$ cat config.mk
export PLATFORM = sky130hd
export DESIGN_NAME = ana_ability_regs
export DESIGN_NICKNAME = d
export VERILOG_FILES = /design/src/logic/ana_pkg.sv /design/src/logic/ana_pin_sync.sv /design/src/logic/ana_axil_slave.sv /design/src/logic/ana_ability_regs.sv
export VERILOG_INCLUDE_DIRS = /design/src /design/src/logic
export SDC_FILE = /design/constraint.sdc
export NUM_CORES = 1
export LEC_CHECK = 0
export CAP_MARGIN = 25
export CORE_MARGIN = 5
export CORE_UTILIZATION = 30
export CTS_CLUSTER_DIAMETER = 60
export DETAILED_ROUTE_END_ITERATION = 12
export DONT_BUFFER_PORTS = 1
export HOLD_SLACK_MARGIN = 0.05
export PLACE_DENSITY = 0.4
export SLEW_MARGIN = 0
export SYNTH_ARGS = -nofsm -noshare
export SYNTH_HDL_FRONTEND = slang
export SYNTH_SLANG_ARGS = --single-unit
$ cat constraint.sdc
create_clock -name ref_clk -period 2.6 [get_ports ref_clk]
set_input_delay 0.39 -clock ref_clk [delete_from_list [all_inputs] [get_ports ref_clk]]
set_output_delay 0.39 -clock ref_clk [all_outputs]
set_load 0.01 [all_outputs]
$ cat src/logic/ana_defs.svh
// Purpose: named constants of the auto-negotiation ability register bank
// Assumes: included by bare name from the package and the modules
// Notes:   register indices are word indices; byte address is four times the index
`ifndef ANA_DEFS_SVH
`define ANA_DEFS_SVH

`define ANA_ADDR_W        8
`define ANA_IDX_W         6
`define ANA_IDX_ADV       6'h04
`define ANA_IDX_LP        6'h05
`define ANA_IDX_STAT      6'h06
`define ANA_SEL_IEEE8023  5'h01
`define ANA_ADV_RESET     16'h0001
`define ANA_ADV_WMASK     16'hBFFF
`define ANA_LP_RESET      16'h0000
`define ANA_HALF_ZERO     16'h0000
`define ANA_WORD_ZERO     32'h00000000
`define ANA_STAT_PAD      31'h00000000
`define ANA_STAT_PAGE     0
`define ANA_TECH_PINS     4
`define ANA_SETTLE_CYC    3'h4
`define ANA_CNT_ZERO      3'h0
`define ANA_CNT_ONE       3'h1
`define ANA_RESP_OKAY     2'h0
`define ANA_RESP_SLVERR   2'h2

`endif

$ cat src/logic/ana_pkg.sv
// Purpose: shared types of the auto-negotiation ability register bank
// Assumes: constants come from ana_defs.svh
// Notes:   page layout follows the base page link code word, msb first
`include "ana_defs.svh"
`default_nettype none

package ana_pkg;

    typedef struct packed {
        logic                    next_page;
        logic                    ack;
        logic                    remote_fault;
        logic                    rsvd12;
        logic                    asym_pause;
        logic                    pause;
        logic                    ab_100t4;
        logic                    ab_100tx_fd;
        logic                    ab_100tx;
        logic                    ab_10t_fd;
        logic                    ab_10t;
        logic [4:0]              selector;
    } ana_page_t;

    typedef struct packed {
        logic                    valid;
        logic                    is_next;
        ana_page_t               word;
    } ana_rx_page_t;

    typedef struct packed {
        logic                    en;
        logic [`ANA_IDX_W-1:0]   idx;
        logic [31:0]             data;
        logic [3:0]              strb;
    } ana_wr_t;

endpackage

`default_nettype wire

$ cat src/logic/ana_pin_sync.sv
// Purpose: three-stage synchroniser with agreement filter for strap pins
// Assumes: pins are quasi-static levels from outside the clock domain
// Notes:   a bit changes only once stages two and three agree
`timescale 1ns/100ps
`default_nettype none
`include "ana_defs.svh"

module ana_pin_sync
    import ana_pkg::*;
#(
    parameter int W = `ANA_TECH_PINS
) (
    input  wire logic         ref_clk,
    input  wire logic         reset,
    input  wire logic [W-1:0] pin_async,
    output var  logic [W-1:0] pin_level
);

    logic [W-1:0] stage1;
    logic [W-1:0] stage2;
    logic [W-1:0] stage3;

    always_ff @(posedge ref_clk) begin
        stage1 <= reset ? '0 : pin_async;
        stage2 <= reset ? '0 : stage1;
        stage3 <= reset ? '0 : stage2;
    end

    genvar g;
    generate
        for (g = 0; g < W; g = g + 1) begin : g_filt
            always_ff @(posedge ref_clk) begin
                if (reset) begin
                    pin_level[g] <= 1'b0;
                end else if (stage2[g] == stage3[g]) begin
                    pin_level[g] <= stage3[g];
                end
            end
        end
    endgenerate

endmodule

`default_nettype wire

$ cat src/logic/ana_axil_slave.sv
// Purpose: AXI4-Lite slave front end for a small word-indexed register file
// Assumes: register file decodes indices combinationally and answers ok flags
// Notes:   one write and one read in flight; every bus output is a flop
`timescale 1ns/100ps
`default_nettype none
`include "ana_defs.svh"

module ana_axil_slave
    import ana_pkg::*;
(
    input  wire logic                  ref_clk,
    input  wire logic                  reset,
    input  wire logic [`ANA_ADDR_W-1:0] s_axi_awaddr,
    input  wire logic                  s_axi_awvalid,
    output var  logic                  s_axi_awready,
    input  wire logic [31:0]           s_axi_wdata,
    input  wire logic [3:0]            s_axi_wstrb,
    input  wire logic                  s_axi_wvalid,
    output var  logic                  s_axi_wready,
    output var  logic [1:0]            s_axi_bresp,
    output var  logic                  s_axi_bvalid,
    input  wire logic                  s_axi_bready,
    input  wire logic [`ANA_ADDR_W-1:0] s_axi_araddr,
    input  wire logic                  s_axi_arvalid,
    output var  logic                  s_axi_arready,
    output var  logic [31:0]           s_axi_rdata,
    output var  logic [1:0]            s_axi_rresp,
    output var  logic                  s_axi_rvalid,
    input  wire logic                  s_axi_rready,
    output var  ana_wr_t               wr,
    input  wire logic                  wr_ok,
    output var  logic [`ANA_IDX_W-1:0] rd_idx,
    input  wire logic [31:0]           rd_word,
    input  wire logic                  rd_ok
);

    logic [`ANA_IDX_W-1:0] aw_idx;
    logic [31:0]           w_data;
    logic [3:0]            w_strb;

    wire logic aw_take = s_axi_awvalid & s_axi_awready;
    wire logic w_take  = s_axi_wvalid & s_axi_wready;
    wire logic b_done  = s_axi_bvalid & s_axi_bready;
    wire logic ar_take = s_axi_arvalid & s_axi_arready;
    wire logic r_done  = s_axi_rvalid & s_axi_rready;
    // both halves held and no response pending: commit now
    wire logic commit  = ~s_axi_awready & ~s_axi_wready & ~s_axi_bvalid;

    assign wr     = '{en: commit, idx: aw_idx, data: w_data, strb: w_strb};
    assign rd_idx = s_axi_araddr[`ANA_ADDR_W-1:2];

    always_ff @(posedge ref_clk) begin
        if (aw_take) begin
            aw_idx <= s_axi_awaddr[`ANA_ADDR_W-1:2];
        end
        if (w_take) begin
            w_data <= s_axi_wdata;
            w_strb <= s_axi_wstrb;
        end
    end

    always_ff @(posedge ref_clk) begin
        if (reset) begin
            s_axi_awready <= 1'b1;
            s_axi_wready  <= 1'b1;
            s_axi_bvalid  <= 1'b0;
            s_axi_bresp   <= `ANA_RESP_OKAY;
        end else begin
            s_axi_awready <= b_done | (s_axi_awready & ~aw_take);
            s_axi_wready  <= b_done | (s_axi_wready & ~w_take);
            s_axi_bvalid  <= commit | (s_axi_bvalid & ~s_axi_bready);
            if (commit) begin
                s_axi_bresp <= wr_ok ? `ANA_RESP_OKAY : `ANA_RESP_SLVERR;
            end
        end
    end

    always_ff @(posedge ref_clk) begin
        if (reset) begin
            s_axi_arready <= 1'b1;
            s_axi_rvalid  <= 1'b0;
            s_axi_rdata   <= `ANA_WORD_ZERO;
            s_axi_rresp   <= `ANA_RESP_OKAY;
        end else begin
            s_axi_arready <= r_done | (s_axi_arready & ~ar_take);
            s_axi_rvalid  <= ar_take | (s_axi_rvalid & ~s_axi_rready);
            if (ar_take) begin
                s_axi_rdata <= rd_word;
                s_axi_rresp <= rd_ok ? `ANA_RESP_OKAY : `ANA_RESP_SLVERR;
            end
        end
    end

endmodule

`default_nettype wire

$ cat src/logic/ana_ability_regs.sv
// Purpose: auto-negotiation base page ability registers of one port
// Assumes: rx_page comes from negotiation logic on ref_clk; straps are async pins
// Notes:   local advertisement at index 4, partner base page at index 5, status at 6
//
// Operation
// - advertise four-pair 100 Mb bit is writable and sent although unsupported.
// - advertisement bits 8..5 are writable technology abilities, one means advertised.
// - the four technology ability defaults come from strap pins after reset.
// - five-bit selector is writable and resets to the 802.3 code 00001.
// - partner register is read-only, resets to zero, bit 15 shows next page.
// - partner bit 14 shows the partner acknowledged our code word.
// - partner bits 13, 11 and 10 show fault, asymmetric pause and pause.
// - partner bits 9..5 show remote technology abilities in local order.
// - partner low five bits hold the received selector, resetting to zero.
// - next pages never overwrite the partner base page register.
// - a received base page loads the partner register and flags reception.
// - advertisement pause bit is writable and resets to zero.
`timescale 1ns/100ps
`default_nettype none
`include "ana_defs.svh"

module ana_ability_regs
    import ana_pkg::*;
(
    input  wire logic                    ref_clk,
    input  wire logic                    reset,
    input  wire logic [`ANA_ADDR_W-1:0]  s_axi_awaddr,
    input  wire logic                    s_axi_awvalid,
    output var  logic                    s_axi_awready,
    input  wire logic [31:0]             s_axi_wdata,
    input  wire logic [3:0]              s_axi_wstrb,
    input  wire logic                    s_axi_wvalid,
    output var  logic                    s_axi_wready,
    output var  logic [1:0]              s_axi_bresp,
    output var  logic                    s_axi_bvalid,
    input  wire logic                    s_axi_bready,
    input  wire logic [`ANA_ADDR_W-1:0]  s_axi_araddr,
    input  wire logic                    s_axi_arvalid,
    output var  logic                    s_axi_arready,
    output var  logic [31:0]             s_axi_rdata,
    output var  logic [1:0]              s_axi_rresp,
    output var  logic                    s_axi_rvalid,
    input  wire logic                    s_axi_rready,
    input  wire logic [`ANA_TECH_PINS-1:0] cfg_ability_pins,
    input  wire ana_rx_page_t            rx_page,
    output var  ana_page_t               tx_base_page,
    output var  logic                    page_received
);

    function automatic logic ana_hit(input logic [`ANA_IDX_W-1:0] idx,
                                     input logic [`ANA_IDX_W-1:0] reg_idx);
        ana_hit = (idx == reg_idx);
    endfunction

    function automatic logic [15:0] ana_merge(input logic [15:0] old,
                                              input logic [31:0] data,
                                              input logic [3:0]  strb);
        logic [15:0] lanes;
        lanes[7:0]  = strb[0] ? data[7:0] : old[7:0];
        lanes[15:8] = strb[1] ? data[15:8] : old[15:8];
        ana_merge = lanes;
    endfunction

    ana_wr_t               wr;
    logic                  wr_ok;
    logic [`ANA_IDX_W-1:0] rd_idx;
    logic [31:0]           rd_word;
    logic                  rd_ok;
    logic [`ANA_TECH_PINS-1:0] pin_level;

    ana_page_t             adv;
    ana_page_t             next_adv;
    ana_page_t             lp;
    ana_page_t             next_lp;
    logic                  page_flag;
    logic                  next_page_flag;
    logic [2:0]            settle_cnt;
    logic                  defaults_done;

    ana_axil_slave u_bus (
        .ref_clk       (ref_clk),
        .reset         (reset),
        .s_axi_awaddr  (s_axi_awaddr),
        .s_axi_awvalid (s_axi_awvalid),
        .s_axi_awready (s_axi_awready),
        .s_axi_wdata   (s_axi_wdata),
        .s_axi_wstrb   (s_axi_wstrb),
        .s_axi_wvalid  (s_axi_wvalid),
        .s_axi_wready  (s_axi_wready),
        .s_axi_bresp   (s_axi_bresp),
        .s_axi_bvalid  (s_axi_bvalid),
        .s_axi_bready  (s_axi_bready),
        .s_axi_araddr  (s_axi_araddr),
        .s_axi_arvalid (s_axi_arvalid),
        .s_axi_arready (s_axi_arready),
        .s_axi_rdata   (s_axi_rdata),
        .s_axi_rresp   (s_axi_rresp),
        .s_axi_rvalid  (s_axi_rvalid),
        .s_axi_rready  (s_axi_rready),
        .wr            (wr),
        .wr_ok         (wr_ok),
        .rd_idx        (rd_idx),
        .rd_word       (rd_word),
        .rd_ok         (rd_ok)
    );

    ana_pin_sync #(
        .W (`ANA_TECH_PINS)
    ) u_straps (
        .ref_clk   (ref_clk),
        .reset     (reset),
        .pin_async (cfg_ability_pins),
        .pin_level (pin_level)
    );

    // write decode
    wire logic adv_wr  = wr.en & ana_hit(wr.idx, `ANA_IDX_ADV);
    wire logic lp_wr   = wr.en & ana_hit(wr.idx, `ANA_IDX_LP);
    wire logic stat_wr = wr.en & ana_hit(wr.idx, `ANA_IDX_STAT);
    assign wr_ok = adv_wr | lp_wr | stat_wr;

    // read decode
    wire logic rd_adv  = ana_hit(rd_idx, `ANA_IDX_ADV);
    wire logic rd_lp   = ana_hit(rd_idx, `ANA_IDX_LP);
    wire logic rd_stat = ana_hit(rd_idx, `ANA_IDX_STAT);
    assign rd_ok   = rd_adv | rd_lp | rd_stat;
    assign rd_word = rd_adv  ? {`ANA_HALF_ZERO, adv} :
                     rd_lp   ? {`ANA_HALF_ZERO, lp} :
                     rd_stat ? {`ANA_STAT_PAD, page_flag} :
                               `ANA_WORD_ZERO;

    // bit 14 stays read-only zero through the mask
    // four-pair bit writable
    wire logic [15:0] adv_merged = ana_merge(adv, wr.data, wr.strb);
    wire logic [15:0] adv_masked = (adv_merged & `ANA_ADV_WMASK) | (adv & ~`ANA_ADV_WMASK);

    // straps are read only once the filter has seen a full chain of samples
    wire logic settled       = (settle_cnt == `ANA_SETTLE_CYC);
    wire logic load_defaults = settled & ~defaults_done;

    always_comb begin
        next_adv = adv;
        if (adv_wr) begin
            next_adv = adv_masked;
        end
        if (load_defaults) begin
            {next_adv.ab_100tx_fd, next_adv.ab_100tx, next_adv.ab_10t_fd, next_adv.ab_10t} = pin_level;
        end
    end

    wire logic base_rx = rx_page.valid & ~rx_page.is_next;
    wire logic stat_clr = stat_wr & wr.strb[0] & wr.data[`ANA_STAT_PAGE];

    assign next_lp = base_rx ? rx_page.word : lp;

    assign next_page_flag = base_rx | (page_flag & ~stat_clr);

    always_ff @(posedge ref_clk) begin
        if (reset) begin
            adv <= `ANA_ADV_RESET;
        end else begin
            adv <= next_adv;
        end
    end

    always_ff @(posedge ref_clk) begin
        if (reset) begin
            lp        <= `ANA_LP_RESET;
            page_flag <= 1'b0;
        end else begin
            lp        <= next_lp;
            page_flag <= next_page_flag;
        end
    end

    always_ff @(posedge ref_clk) begin
        if (reset) begin
            settle_cnt    <= `ANA_CNT_ZERO;
            defaults_done <= 1'b0;
        end else begin
            settle_cnt    <= settled ? settle_cnt : settle_cnt + `ANA_CNT_ONE;
            defaults_done <= defaults_done | load_defaults;
        end
    end

    always_ff @(posedge ref_clk) begin
        if (reset) begin
            tx_base_page  <= `ANA_ADV_RESET;
            page_received <= 1'b0;
        end else begin
            tx_base_page  <= adv;
            page_received <= page_flag;
        end
    end

    a_sel_reset_code: assert property (@(posedge ref_clk)
        reset |=> (adv.selector == `ANA_SEL_IEEE8023))
        else $error("selector not 802.3 after reset");

    a_pause_reset_zero: assert property (@(posedge ref_clk)
        reset |=> (!adv.pause && !adv.asym_pause))
        else $error("pause bits not zero after reset");

    a_straps_load: assert property (@(posedge ref_clk) disable iff (reset)
        load_defaults |=> ({adv.ab_100tx_fd, adv.ab_100tx, adv.ab_10t_fd, adv.ab_10t} == $past(pin_level)))
        else $error("technology defaults not taken from straps");

    a_straps_timely: assert property (@(posedge ref_clk) disable iff (reset)
        $fell(reset) |-> ##[3:5] defaults_done)
        else $error("strap defaults not loaded in time");

    a_t4_write: assert property (@(posedge ref_clk) disable iff (reset)
        (adv_wr && wr.strb[1] && !load_defaults) |=> (adv.ab_100t4 == $past(wr.data[9])) ##1
        (tx_base_page.ab_100t4 == $past(adv.ab_100t4)))
        else $error("four-pair bit not written or not sent");

    a_tech_write: assert property (@(posedge ref_clk) disable iff (reset)
        (adv_wr && wr.strb[0] && wr.strb[1] && !load_defaults) |=>
        (adv[8:5] == $past(wr.data[8:5])) && !adv.rsvd12 == !$past(wr.data[12]) && !adv.ack)
        else $error("advertisement write not applied");

    a_lp_capture: assert property (@(posedge ref_clk) disable iff (reset)
        base_rx |=> (lp == $past(rx_page.word)) && page_flag ##1 page_received)
        else $error("base page not captured or not flagged");

    a_next_ignored: assert property (@(posedge ref_clk) disable iff (reset)
        (rx_page.valid && rx_page.is_next) |=> $stable(lp))
        else $error("next page overwrote partner register");

    a_lp_ro_write: assert property (@(posedge ref_clk) disable iff (reset)
        (lp_wr && !base_rx) |=> $stable(lp))
        else $error("software write changed partner register");

    a_lp_reset_zero: assert property (@(posedge ref_clk)
        reset |=> (lp == `ANA_LP_RESET) && !page_flag)
        else $error("partner register not zero after reset");

    a_flag_clear: assert property (@(posedge ref_clk) disable iff (reset)
        (stat_clr && !base_rx) |=> !page_flag)
        else $error("page flag not cleared by write one");

    a_sel_write: assert property (@(posedge ref_clk) disable iff (reset)
        (adv_wr && wr.strb[0] && !load_defaults) |=> (adv.selector == $past(wr.data[4:0])))
        else $error("selector write not applied");

    a_pause_write: assert property (@(posedge ref_clk) disable iff (reset)
        (adv_wr && wr.strb[1]) |=> (adv.pause == $past(wr.data[10])))
        else $error("pause bit write not applied");

    a_ack_bit_zero: assert property (@(posedge ref_clk) disable iff (reset)
        adv_wr |=> !adv.ack)
        else $error("reserved advertisement bit became set");

    a_tx_mirror: assert property (@(posedge ref_clk) disable iff (reset)
        1'b1 |=> (tx_base_page == $past(adv)))
        else $error("sent base page does not follow advertisement");

    a_flag_mirror: assert property (@(posedge ref_clk) disable iff (reset)
        1'b1 |=> (page_received == $past(page_flag)))
        else $error("page received output does not follow flag");

    a_lp_hold: assert property (@(posedge ref_clk) disable iff (reset)
        !base_rx |=> $stable(lp))
        else $error("partner register changed without a base page");

    a_lp_ack: assert property (@(posedge ref_clk) disable iff (reset)
        base_rx |=> (lp.ack == $past(rx_page.word.ack)))
        else $error("partner acknowledge bit not captured");

    a_lp_cond: assert property (@(posedge ref_clk) disable iff (reset)
        base_rx |=> (lp.remote_fault == $past(rx_page.word.remote_fault)) &&
        (lp.asym_pause == $past(rx_page.word.asym_pause)) && (lp.pause == $past(rx_page.word.pause)))
        else $error("partner fault or pause bits not captured");

    a_lp_tech: assert property (@(posedge ref_clk) disable iff (reset)
        base_rx |=> (lp[9:5] == $past(rx_page.word[9:5])))
        else $error("partner technology bits not captured");

    a_lp_sel: assert property (@(posedge ref_clk) disable iff (reset)
        base_rx |=> (lp.selector == $past(rx_page.word.selector)))
        else $error("partner selector not captured");

    a_strap_once: assert property (@(posedge ref_clk) disable iff (reset)
        (defaults_done && !adv_wr) |=> $stable(adv[8:5]))
        else $error("strap defaults applied more than once");

    a_settle_sat: assert property (@(posedge ref_clk) disable iff (reset)
        settled |=> settled)
        else $error("settle counter left its end value");

endmodule

`default_nettype wire

Yosys cells after proc, flatten, opt, wreduce, memory -nomap -nowiden
Cells that the tools add are included.

word-level totals
  register bits = 135
  input bits = 81
  output and inout bits = 58
  logic and storage cells = 123

cells by class
  add/sub/neg operators = 1
  equality and inequality tests = 11
  multiplexer cells = 9
  bitwise logic cells = 43
  reductions and logical operators = 1

operator list
  kind                                                              count
  6-bit by 3-bit == test with 1-bit output (second input constant)  6
  16-bit two-way mux                                                2
  1-bit bitwise AND                                                 20
  8-bit two-way mux                                                 2
  16-bit by 15-bit OR with 16-bit output                            1
  1-bit NOT                                                         11
  1-bit OR                                                          11
  9-bit two-way mux                                                 1
  1-bit == test                                                     4
  2-bit two-way mux                                                 2
  4-bit two-way mux                                                 1
  3-bit by 1-bit adder with 3-bit output (second input constant)    1
  3-bit == test (second input constant)                             1
  2-bit nonzero test                                                1
  1-bit two-way mux                                                 1

Depth between registers and ports, before layout
Gate-level depths: netlist (run 1).

  word-level depth = 9
  gate-level depth with buffers = 7
  mapped depth without buffers = 6

Cells and area by module
Synthesis (run 1) repeated with hierarchy kept, for this count alone.

second synthesis, totals
  cells, all modules = 522
  area, all modules = 5646.7 µm²

modules (own cells, without submodules)
  module            instances  cells each  area an instance (µm²)  seq. area each (µm²)
  ana_axil_slave    1          228         2991.6                  2042.0
  ana_ability_regs  1          253         2168.3                  1041.0
  ana_pin_sync      1          41          486.7                   320.3

Least setup slack after synthesis (run 1)
Ideal clock, no wire load.

  path kind = reg-to-reg
  start = reg u_bus.aw_idx[3]
  end = reg adv[5] (netlist bit)
  library setup time = 0.137 ns
  data arrival time = 1.853 ns
  data required time = 2.463 ns
  setup slack = 0.610 ns
  stages on the path, launching flop included = 6
  buffers on the path = 1
  clock period less this slack = 1.990 ns
  cells stage by stage = edfxtp_1 or4b_1 buf_2 nor4_4 mux2i_1 a211oi_2

on the way
  cells in the longest elaborated chain, start to end = 3

ends and longest elaborated chain
  what                                      line                     source
  start: declaration                        ana_axil_slave.sv:37     logic [`ANA_IDX_W-1:0] aw_idx;
  start signal: assignment                  ana_axil_slave.sv:54     aw_idx <= s_axi_awaddr[`ANA_ADDR_W-1:2];
  6-bit by 3-bit == test with 1-bit output  ana_ability_regs.sv:52   ana_hit = (idx == reg_idx);
  1-bit bitwise AND                         ana_ability_regs.sv:117  wire logic adv_wr = wr.en & ana_hit(wr.idx, `ANA_IDX_ADV);
  2-bit nonzero test (no source line)       n/a
  end signal: assignment                    ana_ability_regs.sv:160  adv <= `ANA_ADV_RESET;
  end signal: assignment                    ana_ability_regs.sv:162  adv <= next_adv;
  end: declaration                          ana_ability_regs.sv:71   ana_page_t adv;

Every way passes these cells.
A chain may end at the register's enable or synchronous reset.

Worst setup path after layout (run 1)
  start = reg u_bus.aw_idx[3]
  end = reg adv[8] (netlist bit)

Same word-level chain as after synthesis.

==> impl_summary.log, run 1 <==
[metrics] peak ir drop on the vdd network: 0.361 mV
[metrics] via count of the first global-routing pass: 2595
[metrics] number of flops mapped to enable cells by yosys: 23
[metrics] Detailed Route Iter0 Violations: 130
[metrics] final net count: 488
[metrics] deepest clock path buffer count: 2
[metrics] overall die width: 127 µm
[metrics] clock insertion delay at the later pin of the skew report: 410 ps
[metrics] setup TNS: 0 ps
[metrics] mean instance size in the synthesized netlist: between 10 and 15 µm²
[metrics] quantity of gates resized following cts: 0
[metrics] cells along the critical path: or4b_1 > nor4_4 > buf_4 > mux2i_1 > a211oi_2
[metrics] cell internal power dissipation: 3.64 mW
[metrics] clock-pin slew reported for the worst setup and hold paths after clock tree synthesis: 50 ps
[metrics] Routed WL per cell: 16.0 µm
[metrics] switching power total: ~0.97 mW
[metrics] clock buffers created by TritonCTS: 17
[metrics] diode insertion count for antenna repair: 0
[metrics] Total Routing Usage GR: 0.123
[metrics] RSZ-0062 raised after global routing: false
[metrics] initial antenna violation count: 0
[metrics] Crit path depth: 5
[metrics] worst hold stages: 1
[metrics] routability congestion estimate from global placement: 0.671
[metrics] cell area after technology mapping: 0.00411 mm²
[metrics] CTS Sinks: between 100 and 150
[metrics] Worst EP required: 2880 ps
[metrics] leading cell types in the layout, fill and taps excluded: sky130_fd_sc_hd__dfxtp_1, sky130_fd_sc_hd__nand2_1, sky130_fd_sc_hd__nor2_1
[metrics] Yosys Warn Count: 0
[metrics] share of cells above drive strength 1: 0.134
[metrics] fin cells: 594
[metrics] WL final: 9520 µm
[metrics] H-tree levels: 4
[metrics] total congestion overflow after global routing: 0
[metrics] Worst path max stage delay: 680 ps
[metrics] area overhead of the layout relative to synthesis: 25.1%
[metrics] DR vias: 2627
[metrics] share of the yosys chip area belonging to registers: 0.612
[metrics] outcome: finished, final reports clean
[metrics] Worst Tran Pin Value: about 530 ps
[metrics] CP max stage cell: sky130_fd_sc_hd__or4b_1
[metrics] Largest delay share family, worst path: simple AND/OR/NAND/NOR gates
[metrics] commonest non-fill, non-tap cell in the layout: sky130_fd_sc_hd__dfxtp_1
[metrics] Data arrival, critical path: between 2000 and 2500 ps
[metrics] count of input and output buffers: 0
[metrics] type of the worst min-delay path: input port to flop
[metrics] category of the worst setup path launch point: flop
[metrics] clock group share of total power: 0.543
[metrics] power per unit of standard cell area: 896 mW/mm²
[metrics] CTS tree: built
[metrics] number of top-level pins: 139
[metrics] relative slew slack: 0.645
[metrics] HPWL reported at the end of detailed placement: 6190 µm
[metrics] Final min period: between 1500 and 2000 ps
[metrics] critical path class: flop to flop
[metrics] height of the die: between 100 and 150 µm
[metrics] Crit Path Max Fanout: 7
[metrics] fraction of power consumed by sequential logic: 0.415
[metrics] total DRC errors in the routed layout: 0
[metrics] buffer type at the clock tree root: sky130_fd_sc_hd__clkbuf_16
[metrics] r2r worst-path depth: 5
[metrics] sw frac: 0.211
[metrics] number of search-and-repair iterations in the first detailed-routing pass: 4
[metrics] site row count: 42
[metrics] met2 Track Usage GR: 0.188
[metrics] most used routing layer: met2
[metrics] combinational cell fraction of total power: 0.042
[metrics] number of endpoints failing setup at the final stage: 0
[metrics] Placed Instances: ~540
[metrics] reported leakage power: 1.91 nW
[metrics] first-pass GRT wire length: 14700 µm
[metrics] core area: 0.0133 mm²
[metrics] fraction of synthesis flops using an asynchronous set or reset pin: 0
[metrics] Final Max Tran Viols: 0
[metrics] number of buffers and inverters on the critical path: 1
[metrics] crit path capture type: flop
[metrics] Global Route met3 Usage: 0.0538
[metrics] starting density of the core: 0.308
[metrics] DIE AREA: 0.0161 mm²
[metrics] number of violations of the max-capacitance limit: 0
[metrics] flop-to-flop setup slack: ~610 ps
[metrics] Netlist cell types: 33
[metrics] footprint of the flip-flops and latches: 0.00251 mm²
[metrics] Via-to-Cell Ratio: 4.42
[metrics] worst setup skew after layout: 6.84 ps
[metrics] antenna viol nets, final: 0
[metrics] Synth Register Bits: 114
[metrics] upper clock frequency limit: 0.503 GHz
[metrics] post-route fraction of the period consumed by the critical path: 0.765
[metrics] maximum number of pins on one net before global-route repair: 87
[metrics] most instantiated flip-flop cell in the synthesis netlist: sky130_fd_sc_hd__dfxtp_1
[metrics] number of cells produced by synthesis: approximately 380
[metrics] area of combinational cells with multiple inputs: 0.00142 mm²
[metrics] GR met1 Demand/Resource: 0.149
[metrics] Final Hold Violating Endpoints: 0
[metrics] Fillers: 1334
[Yosys cell counts (2+ instances only)]
| cell type | n | share of area |
|---|---|---|
| sky130_fd_sc_hd__a211oi_1 | 3 | 0.0055 |
| sky130_fd_sc_hd__a211oi_2 | 4 | 0.012 |
| sky130_fd_sc_hd__a21oi_1 | 27 | 0.033 |
| sky130_fd_sc_hd__a22oi_1 | 15 | 0.027 |
| sky130_fd_sc_hd__and2_1 | 2 | 0.0030 |
| sky130_fd_sc_hd__buf_4 | 19 | 0.035 |
| sky130_fd_sc_hd__clkbuf_1 | 20 | 0.018 |
| sky130_fd_sc_hd__dfxtp_1 | 91 | 0.44 |
| sky130_fd_sc_hd__edfxtp_1 | 23 | 0.17 |
| sky130_fd_sc_hd__ha_1 | 2 | 0.0061 |
| sky130_fd_sc_hd__inv_1 | 6 | 0.0055 |
| sky130_fd_sc_hd__mux2_1 | 6 | 0.016 |
| sky130_fd_sc_hd__mux2_2 | 8 | 0.022 |
| sky130_fd_sc_hd__mux2i_1 | 15 | 0.037 |
| sky130_fd_sc_hd__nand2_1 | 41 | 0.037 |
| sky130_fd_sc_hd__nand2b_1 | 5 | 0.0076 |
| sky130_fd_sc_hd__nand3_1 | 2 | 0.0024 |
| sky130_fd_sc_hd__nor2_1 | 34 | 0.031 |
| sky130_fd_sc_hd__nor2b_1 | 29 | 0.044 |
| sky130_fd_sc_hd__nor3_1 | 3 | 0.0037 |
| sky130_fd_sc_hd__nor4_4 | 2 | 0.010 |
| sky130_fd_sc_hd__o21ai_0 | 7 | 0.0085 |
| sky130_fd_sc_hd__or4b_1 | 2 | 0.0049 |
[per-stage QoR]
stage          worst slack, ps  area [µm²]  power [mW]  hold slack, ps   util
4_1_cts                    582        5130        4.70            51.1  0.384
5_1_grt                    502        5140        4.80            72.2  0.385
3_5_place_dp               599        4240        2.09             420  0.317
6_report                   611        5140        4.61            81.8  0.385
3_3_place_gp               629        4240        2.09             426  0.317
2_1_floorplan              610        4180        2.09             414      -
[final timing paths]
path | startpoint | endpoint
min reg2reg | u_straps.stage1[2] | u_straps.stage2[2]
max | u_bus.aw_idx[3] | adv[8]
max reg2reg | u_bus.aw_idx[3] | adv[8]
min | s_axi_wvalid | u_bus.s_axi_wready
[kinds of logic after synthesis]
kind of cell	share of synthesized area
adder cells (fa/ha/maj)	0.00609
XOR/XNOR	0.00213
AO/OA/AOI/OAI	0.0953
other	0.000913
flip-flops	0.612
buffers and inverters	0.0597
multiplexers	0.0749
AND/OR/NAND/NOR	0.149
[per-layer routing]
metal | part of all wire | vias to the layer above | wire length, µm
li1 | - | 1303 | -
met1 | 0.44 | 1221 | 4190
met2 | 0.47 | 94 | 4490
met3 | 0.076 | 9 | 723
met4 | 0.012 | 0 | 114
met5 | 0 | - | 0
[power by group through the flow]
stage	logic (mW)	clock network (mW)	registers, mW
2_1_floorplan	0.155	0	1.94
3_3_place_gp	0.140	0	1.95
3_5_place_dp	0.142	0	1.95
4_1_cts	0.196	2.59	1.91
5_1_grt	0.216	2.67	1.92
6_report	0.193	2.50	1.91
[flip-flops by register name (all words and copies together) (netlist names), 2 cells and up]
signal	cells
lp	16
u_bus.s_axi_rdata	16
adv	15
tx_base_page	15
u_bus.w_data	15
u_bus.aw_idx	6
u_straps.pin_level	4
u_straps.stage1	4
u_straps.stage2	4
u_straps.stage3	4
settle_cnt	3
u_bus.w_strb	2
[cell type report]
class,instances,area share
multi-input cells,234,0.277
clock buffers,19,0.0903
repair buffers,32,0.0618
clock inverters,13,0.0351
well taps,176,0.0428
flip-flops and latches,114,0.489
inverters,6,0.00438
[worst reg2reg max path, cell delays in order, from the launching register on]
cell and delay [ps]:
sky130_fd_sc_hd__edfxtp_1 340, sky130_fd_sc_hd__or4b_1 680, sky130_fd_sc_hd__nor4_4 280, sky130_fd_sc_hd__buf_4 230, sky130_fd_sc_hd__mux2i_1 240, sky130_fd_sc_hd__a211oi_2 90
[repair_timing]
action	CTS	global route
hold endpoints to repair	108	1
buffers inserted	0	0
hold buffers	23	1
No activity file was read; power rests on OpenSTA's default activity.
==> run 2, diff against run 1 <==
- ABC_AREA: default -> 1
- PLACE_DENSITY: 0.4 -> 0.41
- clock period: 2.6 -> 1.6 ns (I/O delays scaled with it)
==> run 2 against run 1 <==
Net effect:
- first-iteration DRC count shrank 18%
- sequential power up 72%
- sequential cell count is the same
- synthesized area is 5.3% higher
- die area rose by 4.8%
- non-clock buffer count up 27
- hold slack worse by 24 ps
- clock skew rose by 7.0 ps
- wire length increased by 4.4%
- critical path type unchanged
- critical endpoint is now u_bus.s_axi_awready
- largest cell class unchanged
==> impl_summary.log, run 2 <==
[metrics] outcome: finished, final reports clean
[metrics] Total Routing Usage GR: 0.123 (+0.000259)
[metrics] cell internal power dissipation: 5.98 mW (+64%)
[metrics] Routed WL per cell: 13.2 µm (-18%)
[metrics] category of the worst setup path launch point: flop
[metrics] footprint of the flip-flops and latches: 0.00251 mm² (unchanged)
[metrics] GR met1 Demand/Resource: 0.161 (+0.0119)
[metrics] diode insertion count for antenna repair: 0 (unchanged)
[metrics] top area cells in the synthesized netlist: sky130_fd_sc_hd__dfxtp_1, sky130_fd_sc_hd__edfxtp_1, sky130_fd_sc_hd__inv_1, sky130_fd_sc_hd__nor2_1, sky130_fd_sc_hd__nand2_1
[metrics] final net count: 642 (+32%)
[metrics] most instantiated flip-flop cell in the synthesis netlist: sky130_fd_sc_hd__dfxtp_1
[metrics] CTS tree: built
[metrics] antenna viol nets, final: 0 (unchanged)
[metrics] number of violations of the max-capacitance limit: 0 (unchanged)
[metrics] number of buffers and inverters on the critical path: 2 (+1)
[metrics] commonest non-fill, non-tap cell in the layout: sky130_fd_sc_hd__dfxtp_1
[metrics] post-route fraction of the period consumed by the critical path: 0.914 (+0.149)
[metrics] relative slew slack: 0.433 (-0.212)
[metrics] height of the die: 130 µm (+2.4%)
[metrics] critical path class: flop to flop
[metrics] setup TNS: 0 ps (unchanged)
[metrics] Synth Register Bits: 114 (unchanged)
[metrics] peak ir drop on the vdd network: 0.670 mV (+85%)
[metrics] HP Start: rx_page[13]
[metrics] registers with the most flip-flops: lp: 16 flops, u_bus.s_axi_rdata: 16 flops
[metrics] area of combinational cells with multiple inputs: 0.00130 mm² (-8.6%)
[metrics] Yosys Warn Count: 0 (unchanged)
[metrics] via count of the first global-routing pass: 3009 (+16%)
[metrics] share of cells above drive strength 1: 0.0874 (-0.0466)
[metrics] fin util: 0.400 (+0.0145)
[metrics] sw frac: 0.228 (+0.0172)
[metrics] worst hold stages: 2 (+1)
[metrics] area overhead of the layout relative to synthesis: 29.3%
[metrics] flop-to-flop setup slack: 140 ps (-470 ps)
[metrics] HPWL reported at the end of detailed placement: 6740 µm (+9.0%)
[metrics] clock-pin slew reported for the worst setup and hold paths after clock tree synthesis: 50 ps (about the same)
[metrics] Final Max Tran Viols: 0 (unchanged)
[metrics] Worst Tran Pin Value: 849 ps (+320 ps)
[metrics] starting density of the core: 0.309 (+0.00138)
[metrics] most common cell in the netlist: sky130_fd_sc_hd__dfxtp_1
[metrics] fraction of power consumed by sequential logic: 0.423 (+0.008)
[metrics] share of the yosys chip area belonging to registers: 0.581 (-0.0306)
[metrics] leading cell types in the layout, fill and taps excluded: sky130_fd_sc_hd__dfxtp_1, sky130_fd_sc_hd__inv_1, sky130_fd_sc_hd__nor2_1
[metrics] Synth top cells by count: sky130_fd_sc_hd__dfxtp_1, sky130_fd_sc_hd__inv_1, sky130_fd_sc_hd__nor2_1
[metrics] RSZ-0062 raised after global routing: false
[metrics] post-route design area: 0.00559 mm² (+8.7%)
[metrics] Data arrival, critical path: 1750 ps (-520 ps)
[metrics] clock buffers created by TritonCTS: 17 (unchanged)
[metrics] mean instance size in the synthesized netlist: 8.63 µm² (-21%)
[metrics] total DRC errors in the routed layout: 0 (unchanged)
[metrics] number of cells produced by synthesis: 501 (+33%)
[metrics] type of the worst min-delay path: input port to flop
[metrics] number of endpoints failing setup at the final stage: 0 (unchanged)
[metrics] core area: 0.0140 mm² (+4.8%)
[metrics] cell area after technology mapping: 0.00432 mm² (+5.3%)
[metrics] site row count: 43 (+2.4%)
[metrics] Final min period: 1460 ps (-527 ps)
[metrics] DIE AREA: 0.0169 mm² (+4.8%)
[metrics] worst setup skew after layout: 13.9 ps (+7.02 ps)
[metrics] area fraction of the dominant cell type after synthesis: 0.421 (-0.0222)
[metrics] Fillers: 1438 (+7.8%)
[metrics] Netlist cell types: 28 (-15%)
[metrics] H-tree levels: 4 (unchanged)
[metrics] worst reg2reg startpoint: u_bus.s_axi_bvalid
[metrics] fraction of synthesis flops using an asynchronous set or reset pin: 0 (unchanged)
[metrics] number of search-and-repair iterations in the first detailed-routing pass: 4 (unchanged)
[metrics] Worst path max stage delay: 560 ps (-120 ps)
[metrics] upper clock frequency limit: 0.684 GHz (+36%)
[metrics] deepest clock path buffer count: 2 (unchanged)
[metrics] capturing point of the worst reg2reg path: u_bus.s_axi_awready
[metrics] overall die width: 130 µm (+2.4%)
[metrics] Total Power Consumption: 7.74 mW (+68%)
[metrics] DR vias: 3154 (+20%)
[metrics] clock insertion delay at the later pin of the skew report: 420 ps (about the same)
[metrics] reported leakage power: 2.45 nW (+28%)
[metrics] clock group share of total power: 0.495 (-0.048)
[metrics] Crit Path Max Fanout: 3 (-4)
[metrics] met2 Track Usage GR: 0.175 (-0.0133)
[metrics] number of flops mapped to enable cells by yosys: 23 (unchanged)
[metrics] total congestion overflow after global routing: 0 (unchanged)
[metrics] buffer type at the clock tree root: sky130_fd_sc_hd__clkbuf_16
[metrics] Largest delay share family, worst path: buffers and inverters
[metrics] instance area after placement: 0.00446 mm² (+5.3%)
[metrics] count of input and output buffers: 0 (unchanged)
[metrics] most used routing layer: met2
[metrics] Detailed Route Iter0 Violations: 106 (-18%)
[metrics] Worst EP required: 1890 ps (-990 ps)
[metrics] Global Route met3 Usage: 0.0512 (-0.00267)
[metrics] crit path capture type: flop
[metrics] initial antenna violation count: 0 (unchanged)
[metrics] worst hold endpoint: lp[13]
[metrics] CP max stage cell: sky130_fd_sc_hd__dlygate4sd3_1
[metrics] CTS Sinks: 114 (unchanged)
[metrics] number of top-level pins: 139 (unchanged)
[metrics] first-pass GRT wire length: 15500 µm (+5.2%)
[metrics] post-synthesis cell type with the largest combined area: sky130_fd_sc_hd__dfxtp_1
[metrics] maximum number of pins on one net before global-route repair: 55 (-37%)
[metrics] combinational cell fraction of total power: 0.082 (+0.040)
[metrics] Final Hold Violating Endpoints: 0 (unchanged)
[metrics] routability congestion estimate from global placement: 0.706 (+5.2%)
[metrics] r2r worst-path depth: 4 (-1)
[metrics] switching power total: 1.76 mW (+82%)
[metrics] power per unit of standard cell area: 1390 mW/mm² (+55%)
[metrics] cells along the critical path: buf_4 > a21oi_1 > o21ai_0 > dlygate4sd3_1
[metrics] Via-to-Cell Ratio: 4.19 (-5.2%)
[metrics] WL final: 9940 µm (+4.4%)
## run 2: power by group through the flow
stage	Combinational [mW]	Sequential (mW)	Clock, mW
after floorplan	0.436	3.31	0
after global placement	0.488	3.34	0
after detailed placement	0.504	3.34	0
after CTS	0.639	3.28	3.95
after global routing	0.746	3.30	4.08
final	0.634	3.28	3.83
## run 2: layer usage
layer  wire [µm]  part of all wire
met1        4710              0.47
met2        4320              0.43
met3         725             0.073
met4         187             0.019
met5           0                 0
## run 2: how the worst max path moves through the flow
| stage | from | end | slack (ps) | depth (start not counted) |
|---|---|---|---|---|
| after global routing | u_bus.s_axi_bvalid | u_bus.s_axi_awready | 7 | 4 |
| final | u_bus.s_axi_bvalid | u_bus.s_axi_awready | 140 | 4 |
| after global placement | settle_cnt[0] | adv[6] | 190 | 9 |
| after detailed placement | settle_cnt[0] | adv[5] | 150 | 9 |
| after floorplan | settle_cnt[0] | adv[5] | 340 | 9 |
| after CTS | u_bus.s_axi_bvalid | u_bus.s_axi_wready | 100 | 4 |
## run 2: worst register-to-register path, cell delays in order, from the launching register on
cell and delay (ps):
sky130_fd_sc_hd__dfxtp_1 300, sky130_fd_sc_hd__buf_4 150, sky130_fd_sc_hd__a21oi_1 220, sky130_fd_sc_hd__o21ai_0 110, sky130_fd_sc_hd__dlygate4sd3_1 560
## run 2: final cells by class
cell class,count,share of cell area
clock buffer,21,0.0844
clock inverter,11,0.0240
inverter,86,0.0578
multi-input combinational,281,0.233
sequential,114,0.450
tap,180,0.0403
timing repair buffer,59,0.111
## run 2: cell families (layout without fill, tap and decap cells)
group	after synthesis	count (layout)	share of synthesized area
and+or+nand+nor	174	174	0.166
buffers and inverters	124	177	0.135
DFF	114	114	0.581
AOI/OAI and AO/OA	85	85	0.110
adders and majority gates	2	2	0.00579
other	1	19	0.000867
xor gates and xnor gates	1	1	0.00203
## run 2: through the flow
| stage | hold slack, ps | setup WS [ps] | std cells |
|---|---|---|---|
| after floorplan | 339 | 338 | 519 |
| after global placement | 318 | 190 | 670 |
| after detailed placement | 321 | 145 | 670 |
| after CTS | 50.7 | 102 | 752 |
| after global routing | 57.9 | 6.70 | 752 |
| final | 57.6 | 138 | 752 |
## run 2: timing repair
action                                  CTS  global route
hold endpoints to repair                 94             0
resized for setup                         0             1
hold buffers                             50             0
buffers inserted                          0             0
endpoints found under the setup margin    0             3
==> run 3, diff against run 2 <==
- MAX_ROUTING_LAYER: default -> met4
- PLACE_DENSITY: 0.41 -> 0.4
- clock period: 1.6 -> 1.8 ns (I/O delays scaled with it)
==> run 3 against run 2 <==
Net effect:
- sequential share of layout area up 1.1 points
- fmax shrank 2.8%
- clock power shrank 5.5%
- critical endpoint is now adv[6]
- largest cell class unchanged
- hold slack gained 12 ps
==> impl_summary.log, run 3 (same netlist as run 2, synthesis figures left out) <==
[metrics] reported leakage power: 2.39 nW (-2.4%)
[metrics] total DRC errors in the routed layout: 0 (unchanged)
[metrics] Via-to-Cell Ratio: 4.18 (-0.40%)
[metrics] Post-CTS Setup Bufs: 0 (unchanged)
[metrics] Worst EP required: 2100 ps (+210 ps)
[metrics] H-tree levels: 4 (unchanged)
[metrics] Crit Path Max Fanout: 8 (+5)
[metrics] clock insertion delay at the later pin of the skew report: 410 ps (about the same)
[metrics] starting density of the core: 0.309 (unchanged)
[metrics] final net count: 629 (-2.0%)
[metrics] worst setup slack after placement: 287 ps (+142 ps)
[metrics] overall die width: 130 µm (unchanged)
[metrics] relative slew slack: 0.538 (+0.105)
[metrics] Worst Tran Pin Value: 692 ps (-158 ps)
[metrics] initial antenna violation count: 0 (unchanged)
[metrics] Final min period: 1500 ps (+41.7 ps)
[metrics] commonest non-fill, non-tap cell in the layout: sky130_fd_sc_hd__dfxtp_1
[metrics] final hold slack: 69.7 ps (+12.1 ps)
[metrics] worst setup skew after layout: 8.48 ps (-5.39 ps)
[metrics] via count of the first global-routing pass: 2995 (-0.47%)
[metrics] routability congestion estimate from global placement: 0.727 (+2.9%)
[metrics] Total Routing Usage GR: 0.126 (+0.00331)
[metrics] clock buffers created by TritonCTS: 17 (unchanged)
[metrics] HPWL reported at the end of detailed placement: 6680 µm (-0.97%)
[metrics] clock-pin slew reported for the worst setup and hold paths after clock tree synthesis: 50 ps (about the same)
[metrics] power per unit of standard cell area: 1290 mW/mm² (-6.9%)
[metrics] Final Max Tran Viols: 0 (unchanged)
[metrics] deepest clock path buffer count: 2 (unchanged)
[metrics] maximum number of pins on one net before global-route repair: 55 (unchanged)
[metrics] peak ir drop on the vdd network: 0.566 mV (-15%)
[metrics] CTS tree: built
[metrics] registers with the most flip-flops: lp: 16 flops, u_bus.s_axi_rdata: 16 flops
[metrics] number of violations of the max-capacitance limit: 0 (unchanged)
[metrics] diode insertion count for antenna repair: 0 (unchanged)
[metrics] upper clock frequency limit: 0.665 GHz (-2.8%)
[metrics] Worst Setup Slack, final: 297 ps (+158 ps)
[metrics] DIE AREA: 0.0169 mm² (unchanged)
[metrics] Final Hold Violating Endpoints: 0 (unchanged)
[metrics] setup TNS: 0 ps (unchanged)
[metrics] fin cells: 739 (-1.7%)
[metrics] DR vias: 3087 (-2.1%)
[metrics] Data arrival, critical path: 1800 ps (+50 ps)
[metrics] height of the die: 130 µm (unchanged)
[metrics] share of cells above drive strength 1: 0.0841 (-0.00333)
[metrics] area overhead of the layout relative to synthesis: 26.1%
[metrics] number of search-and-repair iterations in the first detailed-routing pass: 4 (unchanged)
[metrics] leading cell types in the layout, fill and taps excluded: sky130_fd_sc_hd__dfxtp_1, sky130_fd_sc_hd__inv_1, sky130_fd_sc_hd__nor2_1
[metrics] type of the worst min-delay path: input port to flop
[metrics] site row count: 43 (unchanged)
[metrics] first-pass GRT wire length: 15400 µm (-0.58%)
[metrics] buffer type at the clock tree root: sky130_fd_sc_hd__clkbuf_16
[metrics] Detailed Route Iter0 Violations: 186 (+75%)
[metrics] WL final: 9970 µm (+0.28%)
[metrics] Fillers: 1473 (+2.4%)
[metrics] antenna viol nets, final: 0 (unchanged)
[metrics] RSZ-0062 raised after global routing: false
[metrics] category of the worst setup path launch point: flop
[metrics] Routed WL per cell: 13.5 µm (+2.0%)
[metrics] post-route fraction of the period consumed by the critical path: 0.835 (-0.0783)
[metrics] crit path capture type: flop
[metrics] outcome: finished, final reports clean
[metrics] Placed Instances: 668 (-0.30%)
[metrics] count of input and output buffers: 0 (unchanged)
[metrics] CTS Sinks: 114 (unchanged)
[metrics] number of top-level pins: 139 (unchanged)
[metrics] critical path class: flop to flop
[metrics] total congestion overflow after global routing: 0 (unchanged)
[metrics] number of endpoints failing setup at the final stage: 0 (unchanged)
[metrics] core area: 0.0140 mm² (unchanged)
-- run 3: timing repair --
action,in CTS,in global routing
hold endpoints to repair,84,0
hold buffers,39,0
gates resized for setup,0,0
setup endpoints to repair,0,0
-- run 3: path summary, 6_finish.rpt --
| path | startpoint | endpoint | slack, ps | depth (start not counted) |
|---|---|---|---|---|
| worst max register to register | settle_cnt[0] | adv[6] | 300 | 9 |
| worst min-delay path | rx_page[5] | lp[5] | 70 | 2 |
| worst max-delay path | settle_cnt[0] | adv[6] | 300 | 9 |
| worst min register to register | u_straps.stage1[3] | u_straps.stage2[3] | 400 | 2 |
-- run 3: metrics by stage --
step           cell area [µm²]   util  total power [mW]
3_5_place_dp              4410  0.315              3.39
2_1_floorplan             4390      -              3.33
5_1_grt                   5450  0.390              7.36
6_report                  5450  0.390              7.04
3_3_place_gp              4410  0.315              3.38
4_1_cts                   5450  0.390              7.15
-- run 3: layout make-up --
class                   instances  area [µm²]  area share
inverters                      86         323      0.0592
clock inverters                11         185      0.0340
repair buffers                 46         460      0.0844
flip-flops and latches        114        2510       0.461
well taps                     180         225      0.0413
clock buffers                  21         450      0.0826
multi-input cells             281        1300       0.238
-- run 3: worst max-delay path: stages (launching register included) --
cell and delay [ps]:
sky130_fd_sc_hd__dfxtp_1 330, sky130_fd_sc_hd__inv_1 60, sky130_fd_sc_hd__ha_1 140, sky130_fd_sc_hd__nand2_1 120, sky130_fd_sc_hd__nor2_2 280, sky130_fd_sc_hd__inv_1 90
sky130_fd_sc_hd__nand2_1 170, sky130_fd_sc_hd__nand2_1 60, sky130_fd_sc_hd__o21ai_0 80, sky130_fd_sc_hd__inv_1 50
-- run 3: power by group --
part           internal (mW)  switching [mW]  leakage, nW
registers               2.80           0.121        0.964
clock network           2.48            1.14        0.308
logic                  0.210           0.296         1.12
total                   5.48            1.55         2.39
-- run 3: metal layers --
layer | wire length [µm] | global-route usage | up-vias
met5 | 0 | - | -
met4 | 174 | 0.0550 | 0
met3 | 655 | 0.0458 | 15
met2 | 4510 | 0.183 | 91
met1 | 4630 | 0.158 | 1366
li1 | - | - | 1615
